`src/hdl/dst_pkg.sv`:
```
// Constants, codes and types shared by the token link and its receive memory.
// Assumes a 20 MHz system clock; all times are turned into cycles here.
package dst_pkg;

  // ==========================================================================
  // Clock and times
  localparam int unsigned CLK_PERIOD_NS = 50;
  localparam int unsigned DISC_TIME_NS = 1600;
  localparam int unsigned SILENCE_TIME_NS = 12800;
  // Longest time: round down
  localparam int unsigned DISC_CYC = DISC_TIME_NS / CLK_PERIOD_NS;
  // Least time: round up
  localparam int unsigned SILENCE_CYC = (SILENCE_TIME_NS + CLK_PERIOD_NS - 1) / CLK_PERIOD_NS;
  localparam int unsigned TMR_W = 9;
  localparam int unsigned DISC_W = 6;
  localparam logic [TMR_W-1:0] SILENCE_LAST = TMR_W'(SILENCE_CYC - 1);
  localparam logic [DISC_W-1:0] DISC_LAST = DISC_W'(DISC_CYC - 1);

  // ==========================================================================
  // Tokens and credit
  localparam int unsigned DATA_BITS = 8;
  localparam int unsigned TOK_W = DATA_BITS + 1;
  localparam int unsigned CRED_W = 6;
  localparam logic [CRED_W-1:0] CREDIT_STEP = 6'h08;
  localparam logic [CRED_W-1:0] CREDIT_MAX = 6'h3f;
  localparam logic [3:0] CTRL_LAST_POS = 4'h3;
  localparam logic [3:0] DATA_LAST_POS = 4'h9;
  localparam logic [3:0] CTRL_TAIL_LEN = 4'h3;
  localparam logic [3:0] DATA_TAIL_LEN = 4'h9;
  localparam logic [1:0] CT_FLOW = 2'h0;
  localparam logic [1:0] CT_PKT_END = 2'h1;
  localparam logic [1:0] CT_MSG_END = 2'h2;
  localparam logic [1:0] CT_PREFIX = 2'h3;

  // ==========================================================================
  // Receive memory and transmit buffer
  localparam int unsigned RXBUF_DEPTH = 16;
  localparam int unsigned RXBUF_AW = 4;
  localparam int unsigned LVL_W = 5;
  localparam logic [CRED_W:0] RXBUF_CAP = 7'h11;
  localparam logic [1:0] TXBUF_DEPTH = 2'h2;

  // ==========================================================================
  // Link states
  typedef enum logic [1:0] {
    ST_WAIT = 2'h0,
    ST_RUN = 2'h1,
    ST_HALT = 2'h3
  } dst_state_t;

endpackage : dst_pkg

```
`src/hdl/dst_fifo_if.sv`:
```
// Carrier between the link core and its receive token memory.
// Assumes both ends share one clock.
`timescale 1ns/10ps
interface dst_fifo_if;
  logic wr_valid;
  logic wr_ready;
  logic [dst_pkg::TOK_W-1:0] wr_data;
  logic rd_valid;
  logic rd_ready;
  logic [dst_pkg::TOK_W-1:0] rd_data;
  logic [dst_pkg::LVL_W-1:0] level;
  logic flush;

  modport store (
    input wr_valid, wr_data, rd_ready, flush,
    output wr_ready, rd_valid, rd_data, level
  );
  modport user (
    output wr_valid, wr_data, rd_ready, flush,
    input wr_ready, rd_valid, rd_data, level
  );
endinterface : dst_fifo_if

```
`src/hdl/dst_link.sv`:
```
// Data/strobe token link: bit coding, token parity, credit flow control,
// null filling and disconnect / parity recovery for one full-duplex port.
// Assumes the peer is an identical link and link pins are asynchronous.
//
// Functional notes
// RULE1: Each direction uses one data wire and one strobe wire.
// RULE2: Data wire carries bit; strobe toggles when bit repeats.
// RULE3: Receive timing recovered from data/strobe edges, no shared clock.
// RULE4: Transmit bit rate is programmable by a divider.
// RULE5: Each token starts with parity bit then data/control flag.
// RULE6: Data token has eight payload bits; control token two type bits.
// RULE7: Parity covers own flag plus previous token's payload bits.
// RULE8: Odd parity generated on transmit and checked on receive.
// RULE9: Any single-bit error, flag included, is detected.
// RULE10: Idle filler tokens sent whenever nothing else is pending.
// RULE11: Type codes 00 credit, 01 packet end, 10 message end, 11 prefix.
// RULE12: Receive buffer holds more than eight tokens.
// RULE13: Send a credit token whenever eight more tokens fit.
// RULE14: Eight flow-controlled tokens per received credit, then wait.
// RULE15: Credit tokens consumed here, never buffered; counted per token.
// RULE16: Packet is header, data bytes, then one terminator.
// RULE17: Packet end known only from terminator token.
// RULE18: After first token, 1.6 us silence is disconnect; halt, wait 12.8 us. Code arms the disconnect timer at the first received edge.
// RULE19: Parity error halts output so peer sees a disconnect.
// RULE20: Until first credit arrives, only fillers and credits are sent.
// RULE21: Parity failure or disconnect gives a host error pulse.
`timescale 1ns/10ps
module dst_link (
  input wire logic clk,                       // System clock, 20 MHz
  input wire logic rst,                       // Synchronous reset, active high
  input wire logic [7:0] rate_div,            // Clocks per transmitted bit minus one
  input wire logic rx_d,                      // Incoming data wire
  input wire logic rx_s,                      // Incoming strobe wire
  output logic tx_d,                          // Outgoing data wire
  output logic tx_s,                          // Outgoing strobe wire
  input wire logic tx_valid,                  // Host offers a token
  output logic tx_ready,                      // Transmit buffer has room
  input wire logic tx_ctrl,                   // Offered token is a terminator
  input wire logic [7:0] tx_byte,             // Data byte; bit 0 picks message end
  output logic rx_valid,                      // Received token available
  input wire logic rx_ready,                  // Host takes received token
  output logic rx_ctrl,                       // Received token is a terminator
  output logic [7:0] rx_byte,                 // Data byte or terminator type
  output logic link_up,                       // Link running
  output logic err_event                      // Any link fault: parity, disconnect, credit, escape or overflow
);

  typedef struct packed {
    dst_pkg::dst_state_t st;
    logic [dst_pkg::TMR_W-1:0] tmr;
    logic [1:0] sy1;
    logic [1:0] sy2;
    logic px;
    logic seen;
    logic [dst_pkg::DISC_W-1:0] disc;
    logic [3:0] rpos;
    logic rflag;
    logic racc;
    logic rprev;
    logic resc;
    logic [7:0] rsh;
    logic [dst_pkg::CRED_W-1:0] outst;
    logic err;
    logic [7:0] tdiv;
    logic td;
    logic ts;
    logic [8:0] tsh;
    logic [3:0] tlen;
    logic tprev;
    logic nul2;
    logic fseen;
    logic [dst_pkg::CRED_W-1:0] tcred;
    logic [1:0] bcnt;
    logic [1:0][dst_pkg::TOK_W-1:0] buff;
  } dst_link_state_t;

  dst_link_state_t q;
  dst_link_state_t n;
  dst_fifo_if u_fif();

  logic push;
  logic [dst_pkg::TOK_W-1:0] tok;
  logic fault;
  logic bitv;
  logic edge_seen;
  logic [7:0] sh;
  logic [1:0] typ;
  logic tick_bit;
  logic tflag;
  logic [7:0] tpay;
  logic [3:0] tlen_new;
  logic [1:0] ttyp;
  logic pop_buf;
  logic take;
  logic [dst_pkg::CRED_W:0] need;

  // ==========================================================================
  // Receive token memory
  dst_tok_mem u_mem (
    .clk(clk),
    .rst(rst),
    .f(u_fif.store)
  );

  assign u_fif.wr_valid = push;
  assign u_fif.wr_data = tok;
  assign u_fif.rd_ready = rx_ready;
  assign u_fif.flush = q.st != dst_pkg::ST_RUN;
  assign rx_valid = u_fif.rd_valid;
  assign rx_ctrl = u_fif.rd_data[8];
  assign rx_byte = u_fif.rd_data[7:0];

  // ==========================================================================
  // Outputs
  assign tx_d = q.td;                                   // [RULE1]
  assign tx_s = q.ts;
  assign tx_ready = q.bcnt != dst_pkg::TXBUF_DEPTH;
  assign link_up = q.st == dst_pkg::ST_RUN;
  assign err_event = q.err;

  always_comb begin
    n = q;
    n.err = 1'b0;
    push = 1'b0;
    tok = '0;
    fault = 1'b0;
    sh = {q.sy2[1], q.rsh[7:1]};
    typ = {sh[6], sh[7]};
    tick_bit = 1'b0;
    tflag = 1'b0;
    tpay = '0;
    tlen_new = '0;
    ttyp = dst_pkg::CT_FLOW;
    pop_buf = 1'b0;
    take = 1'b0;
    need = 7'(q.outst) + 7'(u_fif.level) + 7'(dst_pkg::CREDIT_STEP);

    // ========================================================================
    // Pin synchronisers and edge finding
    n.sy1 = {rx_d, rx_s};
    n.sy2 = q.sy1;
    bitv = q.sy2[1];
    edge_seen = (q.sy2[1] ^ q.sy2[0]) != q.px;          // [RULE3]
    n.px = q.sy2[1] ^ q.sy2[0];

    case (q.st)
      dst_pkg::ST_WAIT: begin
        n.tmr = q.tmr + 1'b1;
        if (q.tmr == dst_pkg::SILENCE_LAST) begin       // [RULE18]
          n.tmr = '0;
          n.st = dst_pkg::ST_RUN;
        end
      end
      dst_pkg::ST_HALT: begin
        n = '0;
        n.sy1 = {rx_d, rx_s};
        n.sy2 = q.sy1;
        n.px = q.sy2[1] ^ q.sy2[0];
        n.td = q.td;                                    // [RULE19]
        n.ts = q.ts;
        n.st = dst_pkg::ST_WAIT;
      end
      dst_pkg::ST_RUN: begin
        // ====================================================================
        // Receive: token assembly and checking
        if (edge_seen) begin
          n.seen = 1'b1;
          n.disc = '0;
          case (q.rpos)
            4'h0: begin
              n.racc = bitv ^ q.rprev;                  // [RULE7]
              n.rpos = 4'h1;
            end
            4'h1: begin
              if (!(q.racc ^ bitv)) begin
                fault = 1'b1;                           // [RULE8] [RULE9]
              end
              n.rflag = bitv;                           // [RULE5]
              n.racc = 1'b0;
              n.rpos = 4'h2;
            end
            default: begin
              n.rsh = sh;
              n.racc = q.racc ^ bitv;
              n.rpos = q.rpos + 1'b1;
              if (q.rpos == (q.rflag ? dst_pkg::CTRL_LAST_POS : dst_pkg::DATA_LAST_POS)) begin
                n.rpos = '0;                            // [RULE6]
                n.rprev = q.racc ^ bitv;
                if (!q.rflag) begin
                  push = 1'b1;
                  tok = {1'b0, sh};
                  fault = q.resc;
                end else if (q.resc) begin
                  n.resc = 1'b0;
                  fault = typ != dst_pkg::CT_FLOW;      // [RULE11]
                end else begin
                  case (typ)
                    dst_pkg::CT_FLOW: begin
                      n.fseen = 1'b1;                   // [RULE15]
                      if (q.tcred > dst_pkg::CREDIT_MAX - dst_pkg::CREDIT_STEP) begin
                        fault = 1'b1;
                      end
                      n.tcred = q.tcred + dst_pkg::CREDIT_STEP;
                    end
                    dst_pkg::CT_PREFIX: begin
                      n.resc = 1'b1;
                    end
                    default: begin
                      push = 1'b1;                      // [RULE17]
                      tok = {1'b1, 6'h00, typ};
                    end
                  endcase
                end
                if (push) begin
                  if (q.outst == '0 || !u_fif.wr_ready) begin
                    fault = 1'b1;                       // [RULE12]
                    push = 1'b0;
                  end
                  n.outst = q.outst - 1'b1;
                end
              end
            end
          endcase
        end else if (q.seen) begin
          n.disc = q.disc + 1'b1;
          if (q.disc == dst_pkg::DISC_LAST) begin
            fault = 1'b1;                               // [RULE18]
          end
        end

        // ====================================================================
        // Transmit: token choice and bit coding
        if (q.tdiv == '0) begin
          n.tdiv = rate_div;                            // [RULE4]
          if (q.tlen != '0) begin
            tick_bit = q.tsh[0];
            n.tsh = {1'b0, q.tsh[8:1]};
            n.tlen = q.tlen - 1'b1;
          end else begin
            tflag = 1'b1;
            if (q.nul2) begin
              n.nul2 = 1'b0;                            // [RULE10]
              ttyp = dst_pkg::CT_FLOW;
            end else if (need <= dst_pkg::RXBUF_CAP) begin
              ttyp = dst_pkg::CT_FLOW;                  // [RULE13]
              n.outst = n.outst + dst_pkg::CREDIT_STEP;
            end else if (q.bcnt != '0 && n.tcred != '0 && q.fseen) begin
              pop_buf = 1'b1;                           // [RULE14] [RULE20]
              n.tcred = n.tcred - 1'b1;
              tflag = q.buff[0][8];
              ttyp = q.buff[0][0] ? dst_pkg::CT_MSG_END : dst_pkg::CT_PKT_END;
            end else begin
              ttyp = dst_pkg::CT_PREFIX;                // [RULE10] [RULE11]
              n.nul2 = 1'b1;
            end
            tpay = tflag ? {6'h00, ttyp[0], ttyp[1]} : q.buff[0][7:0];
            tlen_new = tflag ? dst_pkg::CTRL_TAIL_LEN : dst_pkg::DATA_TAIL_LEN;
            tick_bit = ~(tflag ^ q.tprev);              // [RULE7] [RULE8]
            n.tprev = ^tpay;
            n.tsh = {tpay, tflag};                      // [RULE5] [RULE6]
            n.tlen = tlen_new;
          end
          if (tick_bit != q.td) begin
            n.td = tick_bit;                            // [RULE2]
          end else begin
            n.ts = ~q.ts;                               // [RULE2]
          end
        end else begin
          n.tdiv = q.tdiv - 1'b1;
        end

        if (fault) begin
          n.st = dst_pkg::ST_HALT;                      // [RULE19]
          n.err = 1'b1;                                 // [RULE21]
        end
      end
      default: begin
        n.st = dst_pkg::ST_HALT;
      end
    endcase

    // ========================================================================
    // Two-entry transmit buffer; host framing passes through unchanged
    // Offers are taken in every state, but entries still waiting in the buffer are dropped when the link halts
    take = tx_valid && (q.bcnt != dst_pkg::TXBUF_DEPTH);  // [RULE16]
    if (pop_buf) begin
      n.buff[0] = q.buff[1];
      n.bcnt = q.bcnt - 1'b1;
    end
    if (take) begin
      n.buff[n.bcnt[0]] = {tx_ctrl, tx_byte};
      n.bcnt = n.bcnt + 1'b1;
    end
  end

  always_ff @(posedge clk) begin
    if (rst) begin
      q <= '0;
    end else begin
      q <= n;
    end
  end

endmodule : dst_link

```
`src/hdl/dst_tok_mem.sv`:
```
// Receive token memory with a registered read word (first word falls through).
// Assumes flush is held by the owner while the link is down.
`timescale 1ns/10ps
module dst_tok_mem (
  input wire logic clk,         // System clock
  input wire logic rst,         // Synchronous reset, active high
  dst_fifo_if.store f           // Write and read sides
);

  typedef struct packed {
    logic [dst_pkg::RXBUF_DEPTH-1:0][dst_pkg::TOK_W-1:0] mem;
    logic [dst_pkg::RXBUF_AW-1:0] wp;
    logic [dst_pkg::RXBUF_AW-1:0] rp;
    logic [dst_pkg::LVL_W-1:0] cnt;
    logic ov;
    logic [dst_pkg::TOK_W-1:0] od;
  } dst_mem_state_t;

  dst_mem_state_t q;
  dst_mem_state_t n;
  logic push;
  logic pop;
  logic load;

  assign f.wr_ready = q.cnt != dst_pkg::LVL_W'(dst_pkg::RXBUF_DEPTH);
  assign f.rd_valid = q.ov;
  assign f.rd_data = q.od;
  assign f.level = q.cnt + dst_pkg::LVL_W'(q.ov);

  always_comb begin
    n = q;
    push = f.wr_valid && f.wr_ready;
    pop = f.rd_ready && q.ov;
    load = (!q.ov || pop) && (q.cnt != '0);
    if (push) begin
      n.mem[q.wp] = f.wr_data;
      n.wp = q.wp + 1'b1;
    end
    if (load) begin
      n.od = q.mem[q.rp];
      n.rp = q.rp + 1'b1;
      n.ov = 1'b1;
    end else if (pop) begin
      n.ov = 1'b0;
    end
    n.cnt = q.cnt + dst_pkg::LVL_W'(push) - dst_pkg::LVL_W'(load);
    if (f.flush) begin
      n.wp = '0;
      n.rp = '0;
      n.cnt = '0;
      n.ov = 1'b0;
    end
  end

  always_ff @(posedge clk) begin
    if (rst) begin
      q <= '0;
    end else begin
      q <= n;
    end
  end

endmodule : dst_tok_mem

```
`config.mk`:
```
export PLATFORM = sky130hd
export DESIGN_NAME = dst_link
export DESIGN_NICKNAME = d
export VERILOG_FILES = /design/src/hdl/dst_pkg.sv /design/src/hdl/dst_fifo_if.sv /design/src/hdl/dst_link.sv /design/src/hdl/dst_tok_mem.sv
export SDC_FILE = /design/constraint.sdc
export NUM_CORES = 1
export LEC_CHECK = 0
export BUFFER_PORTS_ARGS = -buffer_cell sky130_fd_sc_hd__buf_4
export CAP_MARGIN = 10
export CORE_ASPECT_RATIO = 0.75
export CORE_MARGIN = 5
export CORE_UTILIZATION = 43
export DETAILED_ROUTE_END_ITERATION = 10
export PLACE_DENSITY = 0.67
export SETUP_SLACK_MARGIN = 0.02
export SLEW_MARGIN = 20
export SYNTH_ARGS = -nofsm -noshare
export SYNTH_HDL_FRONTEND = slang
export SYNTH_SLANG_ARGS = --single-unit
```
`constraint.sdc`:
```
create_clock -name clk -period 12 [get_ports clk]
set_input_delay 1.8 -clock clk [delete_from_list [all_inputs] [get_ports clk]]
set_output_delay 1.8 -clock clk [all_outputs]
set_load 0.01 [all_outputs]
```
==> flow_summary.yaml <==
status:
  status: "complete, no violations"
power_and_ir_drop:
  ir_worst_vdd_uv: 98.78
  power_density_nw_per_um2: 157.2
  leakage_nw: 5.043
grt:
  grt_overflow: 0
  antenna_found_initial: 1
  grt_usage_pct: 18.57
  grt_max_degree: 84
  grt_pass1_vias: 9842
  grt_pass1_wl_mm: 52.80
placement:
  dp_cells: 1836
  pre_cts_slack_ps: 7671
  placed_cell_area_sq_um: 13530
  dp_hpwl_mm: 20.82
  gp_congestion: 0.8247
  port_buffers: 37
cells_and_area:
  nets: 1539
  stdcell_count: 1886
  antennaDiodeCount: 0
  utilization_pct: 48.29
  final_area_sq_um: 14490
  seqCellArea_sq_um: 5286
  layout-drive-gt1-share_pct: 12.51
  fill_cells: 2842
  area_growth_pct: 11.18
  multi_input_area_sq_um: 7132
synthesis:
  async_flop_share_pct: 0
  synth_cells: 1490
  ys_seq_area_share_pct: 40.56
  synth_area_leaders: "dfxtp_1 (41%), mux4_2 (7.8%), a21oi_1 (6.2%)"
  synth_ff_type: "dfxtp_1"
  synth.distinct_cells: 72
  syn_avg_cell_area_sq_um: 8.746
  netlist_area_sq_um: 13030
  synth-edff-count: 0
  yosysWarnings: 0
  yosysMostFrequentCell: "dfxtp_1"
  synth_top_area_cell: "dfxtp_1"
  synth_top_area_share_pct: 40.56
  synth_common_cells: "dfxtp_1 (264), nand2_1 (176), a21oi_1 (162)"
  synth_seq_cells: 264
  synthesis.nets: 1562
timing:
  slew_headroom_pct: 26.26
  rsz0062_at_grt: "no"
  max_freq_mhz: 225.5
  min_period_over_period_pct: 36.95
  skew_ps: 30.08
  final.setup.tns_ps: 0
  setup_viol: 0
  hold_viol: 0
  slew_violations: 0
  period_minus_slack_ps: 4434
  worst_pin_slew_ps: 1098
  fin_ws_ps: 7566
die:
  io_pins: 38
  fp.dieArea_sq_um: 33920
  die_y_um: 160.8
  coreArea_sq_um: 30000
  initial_core_util_pct: 43.43
  row_count: 55
  die_w_um: 211.0
cts:
  cts_buffer_depth: 3
  htreeDepth: 1
  clock_latency_ps: 560
  cts.repair.resized: 0
  root_buffer: "clkbuf_16"
  cts_setup_buffers: 0
  cts_tree: "built"
  ctsHoldBuffers: 0
  cts_inserted_buffers: 28
  clk_pin_slew_ps: 60
  cts_num_sinks: 264
critical_path:
  start_kind: "register"
  cp-end-kind: "register"
  cp.required_ps: 12450
  rr_startpoint: "u_mem.q[10]"
  path_class: "register to register"
  worstPathArrival_ps: 4880
  crit_path_max_fanout: 9
  crit_start: "u_mem.q[10]"
detailed_routing:
  ant_nets: 0
  drtPass1Iterations: 6
  drt_first_iter_violations: 966
  avgRoutedWirePerCell_um: 17.30
  dr_total_vias: 10620
  drc: 0
  routed_wl_mm: 32.63
  vias_per_cell: 5.633
min_path:
  min_path_type: "register to register"
  worstHoldStart: "q[85]"
run:
  drv_cap: 0
[cell usage in the layout, fill, tap and decap left out, types with 10 or more instances in the layout]
cell,instances
dfxtp_1,263
nand2_1,176
a21oi_1,162
nor2_1,156
o21ai_0,145
mux2i_1,61
buf_4,59
ha_1,47
mux4_2,45
inv_1,43
nor3_1,29
clkbuf_16,28
xnor2_1,26
nand3_1,24
nor2b_1,22
xor2_1,19
nand2b_1,13
a22oi_1,11
mux2_2,10
[registers in the layout, indices dropped and copies added, names as in the netlist]
name,cells
u_mem.f.rd_data,9
u_mem.q,157
bitv,1
tx_d,1
err_event,1
tx_s,1
u_mem.f.rd_valid,1
q,93
[final timing paths]
kind / cells past startpoint / endpoint / slack (ps)
max: 14 / q[40] / 7570
min: 1 / q[83] / 430
max reg2reg: 14 / q[40] / 7570
min reg2reg: 1 / q[83] / 430
[per-layer routing]
layer  GRT usage (%)  vias to the layer above  wire length [um]
li1                -                     5145                 -
met1           27.88                     5116             15590
met2           26.99                      317             13790
met3           4.745                       43              2660
met4           3.741                        2               571
met5               0                        -                13
[cell type report]
type	instances	share of cell area (%)
multi-input combinational	1070	49.23
sequential	264	36.49
clock buffer	40	5.562
tap	399	3.446
timing repair buffer	60	3.135
inverter	43	1.114
clock inverter	10	1.028
[report_power, final]
group / leakage, nW / switching [W] / total [W] / internal, W
clock: 0.462 / 0.000360 / 0.000892 / 0.000532
combinational: 2.45 / 0.000281 / 0.000438 / 0.000157
sequential: 2.13 / 0.0000325 / 0.000948 / 0.000915
[metrics by stage]
step | hold WS [ps] | total power [W]
2_1_floorplan | 413.8 | 0.001288
3_3_place_gp | 429.7 | 0.001388
3_5_place_dp | 434.9 | 0.001398
4_1_cts | 437.4 | 0.002292
5_1_grt | 440.8 | 0.002391
6_report | 432.7 | 0.002277
[logic make-up (layout without fill, tap and decap cells)]
kind of cell / Yosys count / after routing / synth area share [%]
simple gates: 487 / 487 / 16.93
compound gates: 369 / 369 / 15.88
flops: 264 / 264 / 40.56
buf+inv: 156 / 153 / 4.868
mux: 118 / 118 / 13.53
fa+ha+maj: 49 / 49 / 4.820
xor+xnor: 47 / 47 / 3.418
[worst max-delay path: stages (launching register included)]
cell	delay [ps]
dfxtp_1	330
ha_1	210
ha_1	280
ha_1	280
ha_1	210
inv_1	70
fa_1	410
nor4b_1	160
a21o_1	180
o2bb2ai_1	240
o21ai_1	280
or2_2	400
nor3_1	880
a221oi_1	180
nor3_1	230
(Power assumes the default switching activity.)
